<file path="src/logic/agpoc_pkg.sv">
package agpoc_pkg;

  // ----------------------------------------
  // clock and sizes
  // ----------------------------------------
  localparam int SYS_MHZ = 100;
  localparam int DATA_W = 12;
  localparam int LVDS_PAIRS = 7;
  localparam int PIPE_LATENCY = 9;
  localparam int FIFO_DEPTH = 4;

  // ----------------------------------------
  // register offsets (byte addresses)
  // ----------------------------------------
  localparam logic [7:0] OFF_CTRL = 8'h00;
  localparam logic [7:0] OFF_STATUS = 8'h04;
  localparam logic [7:0] OFF_RANGE = 8'h08;

  // ----------------------------------------
  // control field positions and reset value
  // ----------------------------------------
  localparam int B_REF_EXT = 0;
  localparam int B_COARSE = 1;
  localparam int B_FINE_LO = 2;
  localparam int B_PDN_OBUF = 5;
  localparam int B_STBY = 6;
  localparam int B_LVDS = 7;
  localparam int B_TWOS = 8;
  localparam int B_CLK_SHIFT = 9;
  localparam int B_USE_SERIAL = 10;
  localparam logic [31:0] CTRL_RST = 32'h0000_0000;

  // ----------------------------------------
  // gain and full-scale range
  // ----------------------------------------
  localparam logic [2:0] FINE_MAX_DB = 3'h6;
  localparam int REF_GAIN_CENTI = 133;
  localparam logic [11:0] FS_0DB_MV = 12'd2000;
  localparam logic [11:0] FS_COARSE_MV = 12'd1340;
  localparam logic [11:0] FS_FINE1_MV = 12'd1780;
  localparam logic [11:0] FS_FINE2_MV = 12'd1590;
  localparam logic [11:0] FS_FINE3_MV = 12'd1420;
  localparam logic [11:0] FS_FINE4_MV = 12'd1260;
  localparam logic [11:0] FS_FINE5_MV = 12'd1120;
  localparam logic [11:0] FS_FINE6_MV = 12'd1000;

  // ----------------------------------------
  // timing
  // ----------------------------------------
  localparam int T_SLOW_WAKE_US = 50;
  localparam int T_REF_SETTLE_MS = 1;
  localparam int T_OBUF_LVDS_NS = 500;
  localparam int T_OBUF_CMOS_NS = 200;
  localparam int T_CLK_STOP_NS = 1000;
  localparam int SLOW_WAKE_CYC = T_SLOW_WAKE_US * SYS_MHZ;
  localparam int REF_SETTLE_CYC = T_REF_SETTLE_MS * 1000 * SYS_MHZ;
  localparam int OBUF_LVDS_CYC = (T_OBUF_LVDS_NS * SYS_MHZ) / 1000;
  localparam int OBUF_CMOS_CYC = (T_OBUF_CMOS_NS * SYS_MHZ) / 1000;
  localparam int CLK_STOP_CYC = (T_CLK_STOP_NS * SYS_MHZ + 999) / 1000;

  // ----------------------------------------
  // types
  // ----------------------------------------
  typedef enum logic [1:0] {PWR_NORMAL, PWR_STANDBY, PWR_OBUF_OFF, PWR_GLOBAL} agpoc_pwr_t;

  typedef struct packed {
    logic use_serial;
    logic clk_shift;
    logic twos;
    logic lvds;
    logic stby;
    logic pdn_obuf;
    logic [2:0] fine;
    logic coarse;
    logic ref_ext;
  } agpoc_cfg_t;

endpackage

</file>
<file path="src/logic/agpoc_ctrl.sv">
module agpoc_ctrl
  import agpoc_pkg::*;
#(
  parameter int SLOW_WAKE = SLOW_WAKE_CYC,
  parameter int REF_SETTLE = REF_SETTLE_CYC
)
(
  input wire logic sys_clk,
  input wire logic rst_b,
  input wire logic psel,
  input wire logic penable,
  input wire logic pwrite,
  input wire logic [7:0] paddr,
  input wire logic [31:0] pwdata,
  output logic [31:0] prdata,
  output logic pready,
  output logic pslverr,
  input wire logic sample_clk,
  input wire logic [DATA_W-1:0] sample_data,
  input wire logic pdn_pin,
  input wire logic serial_in_pin,
  input wire logic mode_select_pin,
  output logic ref_ext_en,
  output logic vcm_drive_en,
  output logic coarse_gain_en,
  output logic [2:0] fine_gain,
  output logic [11:0] fs_range_mv,
  output logic core_pd,
  output logic ref_pd,
  output logic clk_stopped,
  output logic data_valid,
  output logic [DATA_W-1:0] cmos_data,
  output logic cmos_data_oe,
  output logic [LVDS_PAIRS-1:0] lvds_data,
  output logic lvds_data_oe,
  output logic forwarded_clock,
  output logic forwarded_clock_oe
);

  // ----------------------------------------
  // pin synchronisers
  // ----------------------------------------
  logic [DATA_W+3:0] pin_s;
  logic sclk_s;
  logic pdn_s;
  logic obuf_pin_s;
  logic msel_s;
  logic [DATA_W-1:0] serial_in_pin_s;
  logic sclk_d_r;
  logic s_rise;
  logic s_fall;

  agpoc_sync #(.W(DATA_W+4)) u_sync (
    .sys_clk(sys_clk),
    .rst_b(rst_b),
    .d({sample_clk, pdn_pin, serial_in_pin, mode_select_pin, sample_data}),
    .q(pin_s)
  );

  assign {sclk_s, pdn_s, obuf_pin_s, msel_s, serial_in_pin_s} = pin_s;
  assign s_rise = sclk_s & ~sclk_d_r;
  assign s_fall = ~sclk_s & sclk_d_r;

  always_ff @(posedge sys_clk or negedge rst_b)
  begin
    if (!rst_b)
      sclk_d_r <= 1'b0;
    else
      sclk_d_r <= sclk_s;
  end

  // ----------------------------------------
  // register file
  // ----------------------------------------
  agpoc_cfg_t cfg_r;
  agpoc_pwr_t mode_r;
  logic ref_settled_r;
  logic lvds_sel;
  logic setup;
  logic wr_en;
  logic [31:0] rd_nxt;
  logic rd_err;

  assign setup = psel & ~penable;
  assign wr_en = psel & penable & pready & pwrite;
  assign lvds_sel = cfg_r.use_serial ? cfg_r.lvds : msel_s;

  always_comb
  begin
    rd_nxt = 32'h0000_0000;
    rd_err = 1'b0;
    if (paddr == OFF_CTRL)
      rd_nxt = 32'(cfg_r);
    else if (paddr == OFF_STATUS)
      rd_nxt = {26'h0, lvds_sel, ref_settled_r, data_valid, clk_stopped, mode_r};
    else if (paddr == OFF_RANGE)
      rd_nxt = {17'h0, fine_gain, 12'(fs_range_mv)};
    else
      rd_err = 1'b1;
  end

  always_ff @(posedge sys_clk or negedge rst_b)
  begin
    if (!rst_b)
    begin
      pready <= 1'b0;
      pslverr <= 1'b0;
      prdata <= 32'h0000_0000;
    end
    else
    begin
      // one wait-free access phase per setup
      pready <= setup;
      pslverr <= setup & rd_err;
      if (setup)
        prdata <= pwrite ? 32'h0000_0000 : rd_nxt;
    end
  end

  always_ff @(posedge sys_clk or negedge rst_b)
  begin
    if (!rst_b)
      cfg_r <= agpoc_cfg_t'(CTRL_RST[10:0]);
    else if (wr_en && paddr == OFF_CTRL)
      cfg_r <= agpoc_cfg_t'(pwdata[B_USE_SERIAL:B_REF_EXT]);
  end

  // ----------------------------------------
  // reference and gain
  // ----------------------------------------
  logic [2:0] fine_eff;

  // fine gain clipped to 6 dB
  assign fine_eff = (cfg_r.fine > FINE_MAX_DB) ? FINE_MAX_DB : cfg_r.fine;

  always_ff @(posedge sys_clk or negedge rst_b)
  begin
    if (!rst_b)
    begin
      ref_ext_en <= 1'b0;
      vcm_drive_en <= 1'b1;
      coarse_gain_en <= 1'b0;
      fine_gain <= 3'h0;
      fs_range_mv <= FS_0DB_MV;
    end
    else
    begin
      // pin is input in external mode
      ref_ext_en <= cfg_r.ref_ext;
      vcm_drive_en <= ~cfg_r.ref_ext;
      coarse_gain_en <= cfg_r.coarse;
      fine_gain <= cfg_r.coarse ? 3'h0 : fine_eff;
      if (cfg_r.coarse)
        fs_range_mv <= FS_COARSE_MV;
      else
        case (fine_eff)
          3'h1: fs_range_mv <= FS_FINE1_MV;
          3'h2: fs_range_mv <= FS_FINE2_MV;
          3'h3: fs_range_mv <= FS_FINE3_MV;
          3'h4: fs_range_mv <= FS_FINE4_MV;
          3'h5: fs_range_mv <= FS_FINE5_MV;
          3'h6: fs_range_mv <= FS_FINE6_MV;
          default: fs_range_mv <= FS_0DB_MV;
        endcase
    end
  end

  // ----------------------------------------
  // power modes
  // ----------------------------------------
  logic pd_req;
  logic ob_req;
  agpoc_pwr_t mode_nxt;
  logic [16:0] wake_cnt_r;
  logic [16:0] ref_cnt_r;
  logic [7:0] stop_cnt_r;

  assign pd_req = cfg_r.use_serial ? cfg_r.stby : pdn_s;
  assign ob_req = cfg_r.use_serial ? cfg_r.pdn_obuf : obuf_pin_s;

  always_comb
  begin
    case ({ob_req, pd_req})
      2'b01: mode_nxt = PWR_STANDBY;
      2'b10: mode_nxt = PWR_OBUF_OFF;
      2'b11: mode_nxt = PWR_GLOBAL;
      default: mode_nxt = PWR_NORMAL;
    endcase
  end

  always_ff @(posedge sys_clk or negedge rst_b)
  begin
    if (!rst_b)
    begin
      mode_r <= PWR_NORMAL;
      core_pd <= 1'b0;
      ref_pd <= 1'b0;
    end
    else
    begin
      mode_r <= mode_nxt;
      // global powers down core and refs
      core_pd <= (mode_nxt == PWR_STANDBY) || (mode_nxt == PWR_GLOBAL);
      ref_pd <= (mode_nxt == PWR_GLOBAL);
    end
  end

  // no rising edge for 1 us means stopped
  always_ff @(posedge sys_clk or negedge rst_b)
  begin
    if (!rst_b)
    begin
      stop_cnt_r <= 8'h00;
      clk_stopped <= 1'b0;
    end
    else if (s_rise)
    begin
      stop_cnt_r <= 8'h00;
      clk_stopped <= 1'b0;
    end
    else if (stop_cnt_r == 8'(CLK_STOP_CYC - 1))
      clk_stopped <= 1'b1;
    else
      stop_cnt_r <= stop_cnt_r + 8'h01;
  end

  // wake counter reloads while asleep, so it runs from the exit
  always_ff @(posedge sys_clk or negedge rst_b)
  begin
    if (!rst_b)
      wake_cnt_r <= 17'h0_0000;
    else if (clk_stopped || mode_r == PWR_STANDBY || mode_r == PWR_GLOBAL)
      wake_cnt_r <= 17'(SLOW_WAKE);
    else if (mode_r == PWR_OBUF_OFF)
      wake_cnt_r <= lvds_sel ? 17'(OBUF_LVDS_CYC) : 17'(OBUF_CMOS_CYC);
    else if (wake_cnt_r != 17'h0_0000)
      wake_cnt_r <= wake_cnt_r - 17'h0_0001;
  end

  // references settle 1 ms after global exit
  always_ff @(posedge sys_clk or negedge rst_b)
  begin
    if (!rst_b)
    begin
      ref_cnt_r <= 17'h0_0000;
      ref_settled_r <= 1'b1;
    end
    else
    begin
      if (mode_r == PWR_GLOBAL)
        ref_cnt_r <= 17'(REF_SETTLE);
      else if (ref_cnt_r != 17'h0_0000)
        ref_cnt_r <= ref_cnt_r - 17'h0_0001;
      ref_settled_r <= (ref_cnt_r == 17'h0_0000) && (mode_r != PWR_GLOBAL);
    end
  end

  logic stop_hit;

  // look ahead so valid drops in the same cycle as the stop flag
  assign stop_hit = (stop_cnt_r == 8'(CLK_STOP_CYC - 1)) && !s_rise;

  // next mode, not current, so valid never overlaps a power-down
  always_ff @(posedge sys_clk or negedge rst_b)
  begin
    if (!rst_b)
      data_valid <= 1'b0;
    else
      data_valid <= (mode_nxt == PWR_NORMAL) && !clk_stopped && !stop_hit && (wake_cnt_r == 17'h0_0000);
  end

  // ----------------------------------------
  // sample pipeline and buffer
  // ----------------------------------------
  localparam int STAGES = PIPE_LATENCY - 1;

  logic [DATA_W-1:0] pipe_r [STAGES];
  logic [STAGES-1:0] pvld_r;
  logic flush;
  logic shift;
  logic push_valid;
  logic push_ready;
  logic pop_valid;
  logic pop_ready;
  logic [DATA_W-1:0] pop_data;

  // stale samples are dropped on any sleep
  assign flush = (mode_r != PWR_NORMAL) | clk_stopped;
  assign push_valid = s_rise & pvld_r[STAGES-1];
  // a full buffer stalls the pipeline
  assign shift = s_rise & (push_ready | ~pvld_r[STAGES-1]);
  assign pop_ready = s_rise & data_valid;

  // eight stages plus buffer pop make nine
  always_ff @(posedge sys_clk)
  begin
    if (shift)
    begin
      pipe_r[0] <= serial_in_pin_s;
      for (int i = 1; i < STAGES; i++)
        pipe_r[i] <= pipe_r[i-1];
    end
  end

  always_ff @(posedge sys_clk or negedge rst_b)
  begin
    if (!rst_b)
      pvld_r <= '0;
    else if (flush)
      pvld_r <= '0;
    else if (shift)
      pvld_r <= {pvld_r[STAGES-2:0], 1'b1};
  end

  agpoc_fifo #(.W(DATA_W), .DEPTH(FIFO_DEPTH)) u_fifo (
    .sys_clk(sys_clk),
    .rst_b(rst_b),
    .flush(flush),
    .in_valid(push_valid),
    .in_ready(push_ready),
    .in_data(pipe_r[STAGES-1]),
    .out_valid(pop_valid),
    .out_ready(pop_ready),
    .out_data(pop_data)
  );

  // ----------------------------------------
  // output interface
  // ----------------------------------------
  logic [DATA_W-1:0] word_r;
  logic [DATA_W-1:0] word_nxt;
  logic obuf_off;

  // two's complement flips the sign bit
  assign word_nxt = cfg_r.twos ? {~pop_data[DATA_W-1], pop_data[DATA_W-2:0]} : pop_data;
  assign obuf_off = (mode_nxt == PWR_OBUF_OFF) || (mode_nxt == PWR_GLOBAL);

  function automatic logic [LVDS_PAIRS-1:0] pick(input logic [DATA_W-1:0] w, input logic odd);
    logic [2*LVDS_PAIRS-1:0] ext;
    logic [LVDS_PAIRS-1:0] r;
    ext = {{(2*LVDS_PAIRS-DATA_W){1'b0}}, w};
    r = '0;
    for (int i = 0; i < LVDS_PAIRS; i++)
      r[i] = ext[2*i + int'(odd)];
    return r;
  endfunction

  always_ff @(posedge sys_clk or negedge rst_b)
  begin
    if (!rst_b)
    begin
      word_r <= '0;
      cmos_data <= '0;
      lvds_data <= '0;
    end
    else
    begin
      if (pop_valid && pop_ready)
      begin
        word_r <= word_nxt;
        // even bits with the rising edge
        lvds_data <= pick(word_nxt, 1'b0);
      end
      else if (s_fall && data_valid)
        // odd bits with the falling edge
        lvds_data <= pick(word_r, 1'b1);
      // all bits once per sample, mid-period
      // data settles before the clock rises
      if (s_fall && data_valid)
        cmos_data <= word_r;
    end
  end

  always_ff @(posedge sys_clk or negedge rst_b)
  begin
    if (!rst_b)
    begin
      forwarded_clock <= 1'b0;
      forwarded_clock_oe <= 1'b0;
      cmos_data_oe <= 1'b0;
      lvds_data_oe <= 1'b0;
    end
    else
    begin
      // shifted clock lags by one sys cycle
      forwarded_clock <= cfg_r.clk_shift ? sclk_d_r : sclk_s;
      forwarded_clock_oe <= ~obuf_off;
      // one interface active at a time
      cmos_data_oe <= ~obuf_off & ~lvds_sel;
      lvds_data_oe <= ~obuf_off & lvds_sel;
    end
  end

endmodule // agpoc_ctrl

</file>
<file path="src/logic/agpoc_fifo.sv">
module agpoc_fifo
#(
  parameter int W = 12,
  parameter int DEPTH = 4
)
(
  input wire logic sys_clk,
  input wire logic rst_b,
  input wire logic flush,
  input wire logic in_valid,
  output logic in_ready,
  input wire logic [W-1:0] in_data,
  output logic out_valid,
  input wire logic out_ready,
  output logic [W-1:0] out_data
);

  localparam int AW = $clog2(DEPTH);

  logic [W-1:0] mem_r [DEPTH];
  logic [AW-1:0] wr_r;
  logic [AW-1:0] rd_r;
  logic [AW:0] cnt_r;
  logic push;
  logic pop;

  assign in_ready = (cnt_r != (AW+1)'(DEPTH));
  assign out_valid = (cnt_r != '0);
  assign out_data = mem_r[rd_r];
  assign push = in_valid & in_ready;
  assign pop = out_valid & out_ready;

  always_ff @(posedge sys_clk)
  begin
    if (push)
      mem_r[wr_r] <= in_data;
  end

  always_ff @(posedge sys_clk or negedge rst_b)
  begin
    if (!rst_b)
    begin
      wr_r <= '0;
      rd_r <= '0;
      cnt_r <= '0;
    end
    else if (flush)
    begin
      wr_r <= '0;
      rd_r <= '0;
      cnt_r <= '0;
    end
    else
    begin
      if (push)
        wr_r <= (wr_r == AW'(DEPTH-1)) ? '0 : wr_r + 1'b1;
      if (pop)
        rd_r <= (rd_r == AW'(DEPTH-1)) ? '0 : rd_r + 1'b1;
      cnt_r <= cnt_r + (AW+1)'(push) - (AW+1)'(pop);
    end
  end

endmodule // agpoc_fifo

</file>
<file path="src/logic/agpoc_sync.sv">
module agpoc_sync
#(
  parameter int W = 1
)
(
  input wire logic sys_clk,
  input wire logic rst_b,
  input wire logic [W-1:0] d,
  output logic [W-1:0] q
);

  logic [W-1:0] meta_r;

  always_ff @(posedge sys_clk or negedge rst_b)
  begin
    if (!rst_b)
    begin
      meta_r <= '0;
      q <= '0;
    end
    else
    begin
      meta_r <= d;
      q <= meta_r;
    end
  end

endmodule // agpoc_sync

</file>
<file path="config.mk">
export PLATFORM = sky130hd
export DESIGN_NAME = agpoc_ctrl
export DESIGN_NICKNAME = d
export VERILOG_FILES = /design/src/logic/agpoc_pkg.sv /design/src/logic/agpoc_ctrl.sv /design/src/logic/agpoc_fifo.sv /design/src/logic/agpoc_sync.sv
export SDC_FILE = /design/constraint.sdc
export NUM_CORES = 1
export LEC_CHECK = 0
export ABC_CLOCK_PERIOD_IN_PS = 4800
export BUFFER_PORTS_ARGS = -buffer_cell sky130_fd_sc_hd__buf_2
export CAP_MARGIN = 20
export CORE_MARGIN = 4
export CORE_UTILIZATION = 35
export CTS_CLUSTER_SIZE = 24
export DETAILED_ROUTE_END_ITERATION = 7
export MAX_ROUTING_LAYER = met4
export PLACE_DENSITY_LB_ADDON = 0.12
export SLEW_MARGIN = 0
export SYNTH_ARGS = -nofsm -noshare
export SYNTH_HDL_FRONTEND = slang
export SYNTH_SLANG_ARGS = --single-unit
</file>
<file path="constraint.sdc">
create_clock -name sys_clk -period 4.8 [get_ports sys_clk]
set_input_delay 0 -clock sys_clk [delete_from_list [all_inputs] [get_ports sys_clk]]
set_output_delay 0 -clock sys_clk [all_outputs]
set_load 0.1 [all_outputs]
</file>
# After elaboration in Yosys (flattened, before gate mapping)
# Memory sizes are Yosys's and may differ from the RTL's.
# Index checks and enable logic that the tools add are counted.
[totals]
mem_count = 2
out_inout_bits = 79
regBits = 195
ramBits = 144
input_bits = 61
[op_classes]
muxes = 42
addsub = 7
n_reduce_logical = 30
eq_ne = 23
n_lt_le_gt_ge = 1
bitwise_logic = 24
[mem_list]
columns = ["memory", "words", "width", "read_ports", "rd_clocked_by_memory_dff", "wr", "line_no", "text"]
rows = [
  ["pipe_r", 8, 12, 8, 0, 8, "agpoc_ctrl.sv:277", "logic [DATA_W-1:0] pipe_r [STAGES];"],
  ["u_fifo.mem_r", 4, 12, 1, 0, 1, "agpoc_fifo.sv:20", "logic [W-1:0] mem_r [DEPTH];"],
]
[op_table]
columns = ["operator", "count"]
rows = [
  ["$mux W17", 5],
  ["$pmux W11 S6", 1],
  ["$mux W32", 2],
  ["$logic_not A17 Y1", 2],
  ["$reduce_bool A17 Y1", 2],
  ["$sub A17 B1 Y17 const B", 2],
  ["$mux W8", 4],
  ["$mux W15", 2],
  ["$eq A2 B2 Y1 const B", 8],
  ["$and A1 B1 Y1", 14],
  ["$mux W7", 2],
  ["$reduce_bool A2 Y1", 7],
  ["$mux W1", 13],
  ["$mux W12", 1],
  ["$mux W2", 6],
  ["$mux W11", 1],
  ["$eq A3 B3 Y1 const B", 3],
  ["$mux W3", 3],
  ["$add A8 B1 Y8 const B", 1],
  ["$eq A8 B3 Y1 const B", 1],
  ["$eq A8 B4 Y1 const B", 1],
  ["$eq A8 B7 Y1 const B", 1],
  ["$logic_and A1 B1 Y1", 8],
  ["$logic_not A8 Y1", 1],
  ["17 further kinds", 36],
]

# Longest topological paths before layout
# Gate-level depths: netlist of the first run.
[logic_depth]
depth_word = 7
ltp_mapped = 13
mapped_depth_nobuf = 11

# Cells and area by module
# Synthesis of the first run repeated with hierarchy kept, for this count alone.
[unflattened]
cells_unflattened = 819
area_unflattened_um2 = 12016.5
[by_module_without_submodules]
columns = ["mod", "cells_per_inst", "seq_area_each_um2", "area_per_inst_um2", "instances"]
rows = [
  ["agpoc_ctrl", 677, 6246.0, 9009.9, 1],
  ["agpoc_fifo", 110, 1616.6, 2205.9, 1],
  ["agpoc_sync", 32, 800.8, 800.8, 1],
]

# Worst setup path before layout of the first run
# No wires, ideal clock.
[synth_timing]
path_type = "register to register"
startpoint = "register sclk_d_r"
endpoint = "register pvld_r[1]"
path_buffers = 1
arrival_ns = 4.042
period_less_slack_ns = 4.174
t_required_ns = 4.668
slack_ns = 0.626
stages_incl_launch_ff = 6
cell_sequence = "dfrtp_1 nand2b_1 a31oi_1 buf_1 mux2i_1 nor2_1"
[synth_between]
elab_chain_len = 4
[synth_rtl]
columns = ["item", "line_no", "text"]
rows = [
  ["from (decl)", "agpoc_ctrl.sv:49", "logic sclk_d_r;"],
  ["from (signal assigned)", "agpoc_ctrl.sv:69", "sclk_d_r <= sclk_s;"],
  ["$not A1 Y1", "agpoc_ctrl.sv:61", "assign s_rise = sclk_s & ~sclk_d_r;"],
  ["$and A1 B1 Y1", "agpoc_ctrl.sv:61", ""],
  ["$and A1 B1 Y1", "agpoc_ctrl.sv:291", "assign shift = s_rise & (push_ready | ~pvld_r[STAGES-1]);"],
  ["via shift", "agpoc_ctrl.sv:280", "logic shift;"],
  ["$reduce_bool A2 Y1 (no line)", "--", ""],
  ["to (signal assigned)", "agpoc_ctrl.sv:312", "pvld_r <= {pvld_r[STAGES-2:0], 1'b1};"],
  ["to (decl)", "agpoc_ctrl.sv:278", "logic [STAGES-1:0] pvld_r;"],
]
# The timed path passes the listed nets, and every way through them passes these cells.
# A chain may end at the register's enable or synchronous reset.

# Worst setup path in the final report of the first run
[layout_timing]
startpoint = "register sclk_d_r"
endpoint = "register u_fifo.cnt_r[2]"
[layout_between]
elab_chain_len = 7
[layout_rtl]
columns = ["item", "line_no", "text"]
rows = [
  ["$not A1 Y1 *", "agpoc_ctrl.sv:61", ""],
  ["$and A1 B1 Y1 *", "agpoc_ctrl.sv:61", ""],
  ["$and A1 B1 Y1", "agpoc_ctrl.sv:289", "assign push_valid = s_rise & pvld_r[STAGES-1];"],
  ["$and A1 B1 Y1", "agpoc_fifo.sv:30", "assign push = in_valid & in_ready;"],
  ["$add A3 B1 Y3", "agpoc_fifo.sv:59", "cnt_r <= cnt_r + (AW+1)'(push) - (AW+1)'(pop);"],
  ["$sub A3 B1 Y3 *", "agpoc_fifo.sv:59", ""],
  ["$mux W3 *", "agpoc_fifo.sv:47", "else if (flush)"],
  ["to (signal assigned)", "agpoc_fifo.sv:59", ""],
  ["to (decl)", "agpoc_fifo.sv:23", "logic [AW:0] cnt_r;"],
]
# Mark *: on every way between the ends. The rest lies on a longest branch, timed or not.

==> results.toml, run 1 <==
[pwr]
p_leak_nw = 5.98
power_density_mw_per_mm2 = 429
ir_drop_mv = 0.216

[sta]
setup_slack_ns = 1.47
setup_tns_ns = 0
hold_violations = 6
holdWs_ns = -0.00528
maxSlewHeadroom_pct = 30.9
skew_ns = 0.0151
fmax_ghz = 0.300
slew_violations = 0
timing.final.crit_share_pct = 69.5
rsz0062_at_grt = "false"
fin_crit_ns = 3.33
worst_slew_pin_slew_ns = 1.03
final-setup-viol-count = 0

[yosys]
avgSynthCellArea_um2 = 14.7
yosysUniqueCellTypes = 62
netlist.area_leader.share_pct = 36.2
postSynthCellCount = 815
ys_ff_latch = 317
yosys-top-cells-area = "edfxtp_1, dfrtp_1, mux2_2"
synthArstFlopShare_pct = 54.6
ys_warn_count = 0
netlist_area_mm2 = 0.0120
ys.flop_type = "dfrtp_1"
seq_area_frac_synth_pct = 72.5
netlist_top_cells_count = "dfrtp_1, edfxtp_1, nand2_1, nor2_1, o21ai_0"
netlist.top_cell.by_area = "edfxtp_1"
synth-edff-count = 144
synthMostInstantiatedCell = "dfrtp_1"

[route]
wire_per_inst_um = 14.8
drt_iter0_drc = 378
postRouteAntennaNets = 0
first_pass_iters = 4
num_vias = 6653
via_per_inst = 4.63
drc = 0
wl_um = 21200

[floorplanning]
die_height_um = 193
initial_utilization_pct = 35.6
rows = 67
dieWidth_um = 193
io_pins = 140
die_area_mm2 = 0.0372
core_mm2 = 0.0336

[clock_network]
htree_levels = 2
clk_latency_ns = 0.52
clkSlewWorstSetupHoldPaths_ns = 0.06
cts_sinks = 317
cts_resized = 0
numCtsBuffers = 36
postCtsSetupBuffers = 0
cts_tree = "built"
clockRootBuffer = "clkbuf_16"
clock_path_buffers = 3

[worst_setup_path]
critPathLaunchType = "flip-flop"
crit_path_start = "sclk_d_r"
worstPathMaxFanout = 19
slowest_delay_ns = 0.59
required_ns = 5.17
crit_slowest_cell = "clkinv_1"
worst-endpoint-arrival_ns = 3.70
cp-end-kind = "flip-flop"
critPathKind = "flip-flop to flip-flop"
r2r_start = "sclk_d_r"
cp_cell_sequence = "nand2b_1, or3_1, clkinv_1, ha_1, inv_1, ha_1, inv_1, fa_1, xor2_1, xnor2_1, nor2_1"
crit_family = "adder cells"
worst-path-buf-inv = 3

[flow_run]
max-cap-violations = 0

[global_route]
grt_use_total_pct = 11.8
grt_max_degree = 105
grt_overflow_total = 0
antenna_found_initial = 0
grt_pass1_vias = 6501
grt_pass1_wl_um = 34700

[placed_design]
gp_congestion = 0.758
portBuffers = 97
preCtsSetupSlack_ns = 1.40
dp_hpwl_um = 12900

[worst_hold_path]
hp-class = "primary input to asynchronous set/reset pin"

[layout]
fillers = 3099
drive_above_1_share_pct = 22.5
final_nets = 1035
area_growth_pct = 21.2
num_antenna_cells = 0

[outcome]
status = "complete, but fails checks"
violations = "hold timing"
cells in the final DEF, fill, tap and decap left out, types with 24 or more instances in the layout:
master and n:
nand2_1 70, edfxtp_1 144, dlygate4sd3_1 35, dfrtp_1 165, inv_1 27, clkbuf_16 37
buf_2 96, o21ai_0 34, nor2_1 50, mux2i_1 26, mux2_2 24
cell type report:
type	count	area (µm²)	share of cell area, %
flip-flops and latches	317	8660	59.8
well taps	448	561	3.87
multi-input cells	440	3010	20.8
clock buffers	57	1120	7.73
repair buffers	138	900	6.21
clock inverters	9	138	0.950
inverters	28	105	0.725
report_power, final:
part | internal (mW) | switching (mW)
clock network | 1.73 | 1.07
logic | 0.121 | 0.272
registers | 2.95 | 0.0812
per-stage QoR:
step	cell area [µm²]	std cells	hold slack, ns	total power [mW]	util, %
CTS	14500	1437	0.00729	6.34	43.1
global route	14500	1437	0.0259	6.51	43.1
floorplan	12000	835	-0.296	3.36	-
detailed placement	12900	1336	-0.00864	3.46	38.3
finish	14500	1437	-0.00528	6.22	43.1
global placement	12900	1336	-0.00592	3.45	38.3
kinds of logic after synthesis:
logic type | Yosys count | synth area share, %
AOI/OAI and AO/OA | 111 | 6.11
xor gates and xnor gates | 12 | 0.879
and+or+nand+nor | 221 | 9.26
muxes | 62 | 6.70
buffers and inverters | 78 | 3.13
DFF | 317 | 72.5
adders and majority gates | 13 | 1.42
other | 1 | 0.0314
per-layer routing:
| layer | GRT usage (%) | up-vias | share of wire, % |
|---|---|---|---|
| li1 | - | 3238 | - |
| met1 | 16.3 | 3233 | 47 |
| met2 | 17.6 | 135 | 45 |
| met3 | 2.50 | 47 | 5.2 |
| met4 | 3.98 | 0 | 2.5 |
| met5 | - | - | 0 |
final timing paths:
check / endpoint / slack, ns / cells after the start
setup / recovery: u_fifo.cnt_r[2] / 1.47 / 11
max in group asynchronous: cmos_data[8] / 3.60 / 3
min in group sys_clk: prdata[4] / 0.04 / 4
setup reg to reg: u_fifo.cnt_r[2] / 1.47 / 11
hold reg to reg: u_sync.q[12] / 0.34 / 0
hold / removal: prdata[10] / -0.005 / 2
registers in the layout (all words and copies together), names as in the netlist, 6 cells and up:
name / flops
cfg_r: 11
cmos_data: 12
fs_range_mv: 10
lvds_data: 6
pipe_r: 96
prdata: 14
pvld_r: 8
ref_cnt_r: 17
stop_cnt_r: 8
u_fifo.mem_r: 48
u_sync.meta_r: 16
u_sync.q: 16
wake_cnt_r: 17
word_r: 12
repair_timing:
action | 4_1_cts | 5_1_grt
hold buffers | 35 | 0
hold endpoints to repair | 83 | 0
setup endpoints to repair | 0 | 0
(Power assumes the default switching activity.)
==> run 2: changes to the inputs <==
ABC_CLOCK_PERIOD_IN_PS = 2800   (was 4800)
clock period = 2.8 ns   (was 4.8 ns; I/O delays follow)
==> run 2 against run 1 <==
The run now ends clean; sequential share of layout area fell by 0.41 points; die area did not move; power increased by 65%; count of clock-buffer cells in the layout is the same; core utilization is 0.32 points higher; cell area grew 0.74%; worst setup slack got worse by 1.2 ns; final cell count grew 1.6%; largest cell class unchanged.
==> results.toml, run 2 (same netlist as run 1, synthesis figures left out) <==
[outcome]
status = "completed"

[worst_setup_path]
critPathKind = "primary input to flip-flop"
critPathLaunchType = "primary input"
worstPathMaxFanout = 18
cp-end-kind = "flip-flop"
crit_slowest_cell = "or4_1"
worst-endpoint-arrival_ns = 2.98
slowest_delay_ns = 0.68
cp_cell_sequence = "dlygate4sd3_1, buf_2, nand2b_1, dlygate4sd3_1, buf_4, or4_1, o31ai_1, dlygate4sd3_1"
required_ns = 3.25
worst-path-buf-inv = 5
crit_top_cell = "dlygate4sd3_1"
crit_family = "buffers and inverters"

[layout]
ff_latch_area_mm2 = 0.00867
final_cell_count_no_fill = 1460
num_antenna_cells = 0
drive_above_1_share_pct = 23.0
final_nets = 1059
multiInputGateArea_mm2 = 0.00301
final_cell_mix = "dfrtp_1, edfxtp_1, buf_2, nand2_1, nor2_1"
fillers = 3098
largest_register = "pipe_r"
final_common_cell = "dfrtp_1"
top_regs = "pipe_r (96), u_fifo.mem_r (48)"
largest_reg_flops = 96
area_growth_pct = 22.1
post-route-util_pct = 43.4

[placed_design]
gp_congestion = 0.762
portBuffers = 97
dp_cells = 1356
preCtsSetupSlack_ns = 0.359
dp_hpwl_um = 13700

[pwr]
p_int_mw = 7.82
p_sw_mw = 2.42
ir_drop_mv = 0.429
power_frac_comb_pct = 6.9
power_frac_clock_pct = 42.4
power_density_mw_per_mm2 = 701
swShare_pct = 23.6
p_leak_nw = 6.04
p_seq_share_pct = 50.7

[route]
first_pass_iters = 4
postRouteAntennaNets = 0
drt_iter0_drc = 373
num_vias = 6751
via_per_inst = 4.62
wl_um = 21700
drc = 0
wire_per_inst_um = 14.9

[clock_network]
cts_tree = "built"
htree_levels = 2
clockRootBuffer = "clkbuf_16"
numCtsBuffers = 35
clk_latency_ns = 0.51
cts_resized = 0
cts_sinks = 317
clkSlewWorstSetupHoldPaths_ns = 0.06
clock_path_buffers = 3

[sta]
rsz0062_at_grt = "false"
worst_slew_pin_slew_ns = 0.856
hold_violations = 0
fmax_ghz = 0.395
holdWs_ns = 0.0933
final-setup-viol-count = 0
skew_ns = 0.0127
timing.final.crit_share_pct = 90.5
maxSlewHeadroom_pct = 43.0
slew_violations = 0
fin_crit_ns = 2.53
setup_tns_ns = 0
setup_slack_ns = 0.267

[floorplanning]
rows = 67
initial_utilization_pct = 35.6
io_pins = 140
die_area_mm2 = 0.0372
core_mm2 = 0.0336
die_height_um = 193
dieWidth_um = 193

[global_route]
gr-usage-met1_pct = 16.8
globalRouteMet2Util_pct = 18.0
antenna_found_initial = 0
grt_overflow_total = 0
met3_usage_pct = 2.50
grt_pass1_vias = 6756
grt_max_degree = 54
grt.busiest_layer = "met2"
grt_use_total_pct = 12.1
grt_pass1_wl_um = 35600

[worst_hold_path]
hp-class = "primary input to flip-flop"

[flow_run]
max-cap-violations = 0
-- run 2: cell count changes in the layout (fill, tap and decap cells not counted), sizes merged --
cell,delta
bufinv,-2
buf,+21
dlygate4sd3,+4
-- run 2: through the flow --
stage | area (µm²) | power [mW]
floorplan | 12000 | 5.75
global placement | 13100 | 5.94
detailed placement | 13100 | 5.95
CTS | 14600 | 10.4
global route | 14600 | 10.7
finish | 14600 | 10.2
-- run 2: power groups by stage --
| stage | clock (mW) | sequential (mW) | combinational (mW) |
|---|---|---|---|
| finish | 4.34 | 5.19 | 0.708 |
| CTS | 4.51 | 5.19 | 0.719 |
| detailed placement | 0 | 5.28 | 0.673 |
| floorplan | 0 | 5.30 | 0.448 |
| global placement | 0 | 5.27 | 0.665 |
| global route | 4.70 | 5.22 | 0.783 |
-- run 2: metal layers --
metal	up-vias	wire, µm
li1	3281	-
met3	37	1120
met2	123	9620
met5	-	0
met4	0	508
met1	3310	10500
-- run 2: repair_timing --
action	CTS	global route
setup buffers	0	0
endpoints found under the hold margin	199	0
hold buffers	40	0
-- run 2: area by class of cell --
type | instances | area share, %
Clock inverter | 7 | 0.488
Timing Repair Buffer | 163 | 7.94
Multi-Input combinational cell | 440 | 20.6
Tap cell | 448 | 3.84
Clock buffer | 57 | 7.05
Inverter | 28 | 0.728
Sequential cell | 317 | 59.4
-- run 2: worst register-to-register path: stages (launching register included) --
cell      delay, ns
dfrtp_1        0.41
or4_4          0.56
or4_1          0.59
or4_4          0.58
a221oi_2       0.23
-- run 2: path summary, 6_finish.rpt --
path,start,endpoint,slack (ns),cells after the start
max,psel,prdata[0],0.27,8
min,penable,prdata[13],0.09,5
max reg2reg,wake_cnt_r[11],wake_cnt_r[16],0.35,4
min reg2reg,u_sync.meta_r[14],u_sync.q[14],0.34,0
max in group asynchronous,rst_b,word_r[5],1.63,4
min in group asynchronous,rst_b,pvld_r[2],0.49,3
==> run 3: changes to the inputs <==
PLACE_DENSITY_LB_ADDON = unset   (was 0.12)
TNS_END_PERCENT = 5   (was unset)
==> run 3 against run 2 <==
Sequential power hardly changed; core utilization down 0.42 points; first-iteration DRC count grew 36%; worst setup slack improved by 0.097 ns; critical endpoint is now wake_cnt_r[16]; largest cell class unchanged.
==> results.toml, run 3 (same netlist as run 1, synthesis figures left out) <==
[outcome]
status = "completed"

[sta]
timing.final.crit_share_pct = 87.0
slew_violations = 0
hold_violations = 0
final-setup-viol-count = 0
maxSlewHeadroom_pct = 35.7
setup_slack_ns = 0.364
worst_slew_pin_slew_ns = 0.962
skew_ns = 0.0137
fin_crit_ns = 2.44
fmax_ghz = 0.410
rsz0062_at_grt = "false"

[layout]
multiInputGateArea_mm2 = 0.00301
largest_reg_flops = 96
area_growth_pct = 21.0
final_nets = 1046
fillers = 3000
num_antenna_cells = 0
ff_latch_area_mm2 = 0.00866
largest_register = "pipe_r"
final_common_cell = "dfrtp_1"
post-route-util_pct = 43.0
top_regs = "pipe_r (96), u_fifo.mem_r (48)"
drive_above_1_share_pct = 22.9
final_cell_mix = "dfrtp_1, edfxtp_1, buf_2, nand2_1, nor2_1"

[worst_setup_path]
critPathKind = "flip-flop to flip-flop"
worstPathMaxFanout = 9
required_ns = 3.22
r2r_cells = 4
worst-endpoint-arrival_ns = 2.85
reg2reg_to = "wake_cnt_r[16]"
rrSetupSlack_ns = 0.36
r2r_start = "wake_cnt_r[11]"
cp-end-kind = "flip-flop"
critPathLaunchType = "flip-flop"

[route]
wire_per_inst_um = 14.3
drt_iter0_drc = 508
wl_met3_um = 1010
num_vias = 6730
maxUsedRoutingLayer = "met4"
drc = 0
first_pass_iters = 4
via_per_inst = 4.65
postRouteAntennaNets = 0
routed-wl-met2_um = 9910
wl_um = 20700
met1_length_um = 9320

[clock_network]
postCtsSetupBuffers = 0
clkSlewWorstSetupHoldPaths_ns = 0.06
cts_tree = "built"
htree_levels = 2
numCtsBuffers = 35
cts_sinks = 317
clock_path_buffers = 3
clockRootBuffer = "clkbuf_16"
clk_latency_ns = 0.51

[worst_hold_path]
hp-class = "primary input to asynchronous set/reset pin"

[flow_run]
max-cap-violations = 0

[floorplanning]
core_mm2 = 0.0336
dieWidth_um = 193
initial_utilization_pct = 35.6
die_area_mm2 = 0.0372
io_pins = 140
die_height_um = 193
rows = 67

[global_route]
grt_use_total_pct = 11.5
grt_max_degree = 105
grt_pass1_wl_um = 34500
grt_pass1_vias = 6754
grt_overflow_total = 0
antenna_found_initial = 0

[pwr]
power_mw = 10.3
power_density_mw_per_mm2 = 709
ir_drop_mv = 0.418
p_leak_nw = 5.97

[placed_design]
gp_congestion = 0.821
preCtsSetupSlack_ns = 0.353
dp_hpwl_um = 13100
portBuffers = 97
-- run 3: changes by cell type in the layout (fill, tap and decap cells not counted), moves of 2 or more --
cell           change
clkinvlp_4         +3
clkinv_1           +3
clkbuf_1          -11
dlygate4sd3_1      -3
clkinv_2           +2
buf_4              -6
clkinv_4           +2
buf_12             -4
-- run 3: worst max-delay path by stage --
| stage | slack [ns] | cells past startpoint | endpoint | from |
|---|---|---|---|---|
| after global routing | 0.26 | 11 | u_fifo.cnt_r[2] | sclk_d_r |
| after CTS | 0.36 | 4 | wake_cnt_r[16] | wake_cnt_r[11] |
| after floorplan | -0.48 | 13 | u_fifo.cnt_r[2] | data_valid |
| final | 0.36 | 4 | wake_cnt_r[16] | wake_cnt_r[11] |
| after global placement | 0.39 | 4 | wake_cnt_r[16] | wake_cnt_r[11] |
| after detailed placement | 0.35 | 4 | wake_cnt_r[16] | wake_cnt_r[11] |
-- run 3: layout make-up --
cell class / count / area share (%)
clock buffer: 45 / 6.74
clock inverter: 18 / 0.995
inverter: 28 / 0.727
multi-input combinational: 440 / 20.8
sequential: 317 / 59.9
tap: 448 / 3.88
timing repair buffer: 150 / 6.95
-- run 3: what timing repair did --
item | 4_1_cts | 5_1_grt
hold buffers | 36 | 0
hold endpoints to repair | 96 | 0
gates resized for setup | 0 | 0
-- run 3: power by group --
part | switching, mW | total, mW | internal [mW]
registers | 0.140 | 5.19 | 5.05
logic | 0.468 | 0.685 | 0.217
clock network | 1.80 | 4.38 | 2.58
-- run 3: layer usage --
metal / vias to the layer above / global-route usage [%]
li1: 3262 / -
met1: 3274 / 15.3
met2: 153 / 17.9
met3: 41 / 2.26
met4: 0 / 3.84
met5: - / -
-- run 3: critical path: stages (launching register included) --
cell	delay [ns]
dfrtp_1	0.42
or4_4	0.56
or4_1	0.58
or4_4	0.57
a221oi_2	0.23
-- run 3: per-stage QoR --
stage               instances  cell area, µm²  TNS [ns]  hold slack, ns
floorplan                 835           12000    -0.769          -0.296
global placement         1347           13000         0          0.0347
detailed placement       1347           13000         0          0.0330
CTS                      1446           14500         0         0.00520
global route             1446           14500         0          0.0327
finish                   1446           14500         0          0.0244
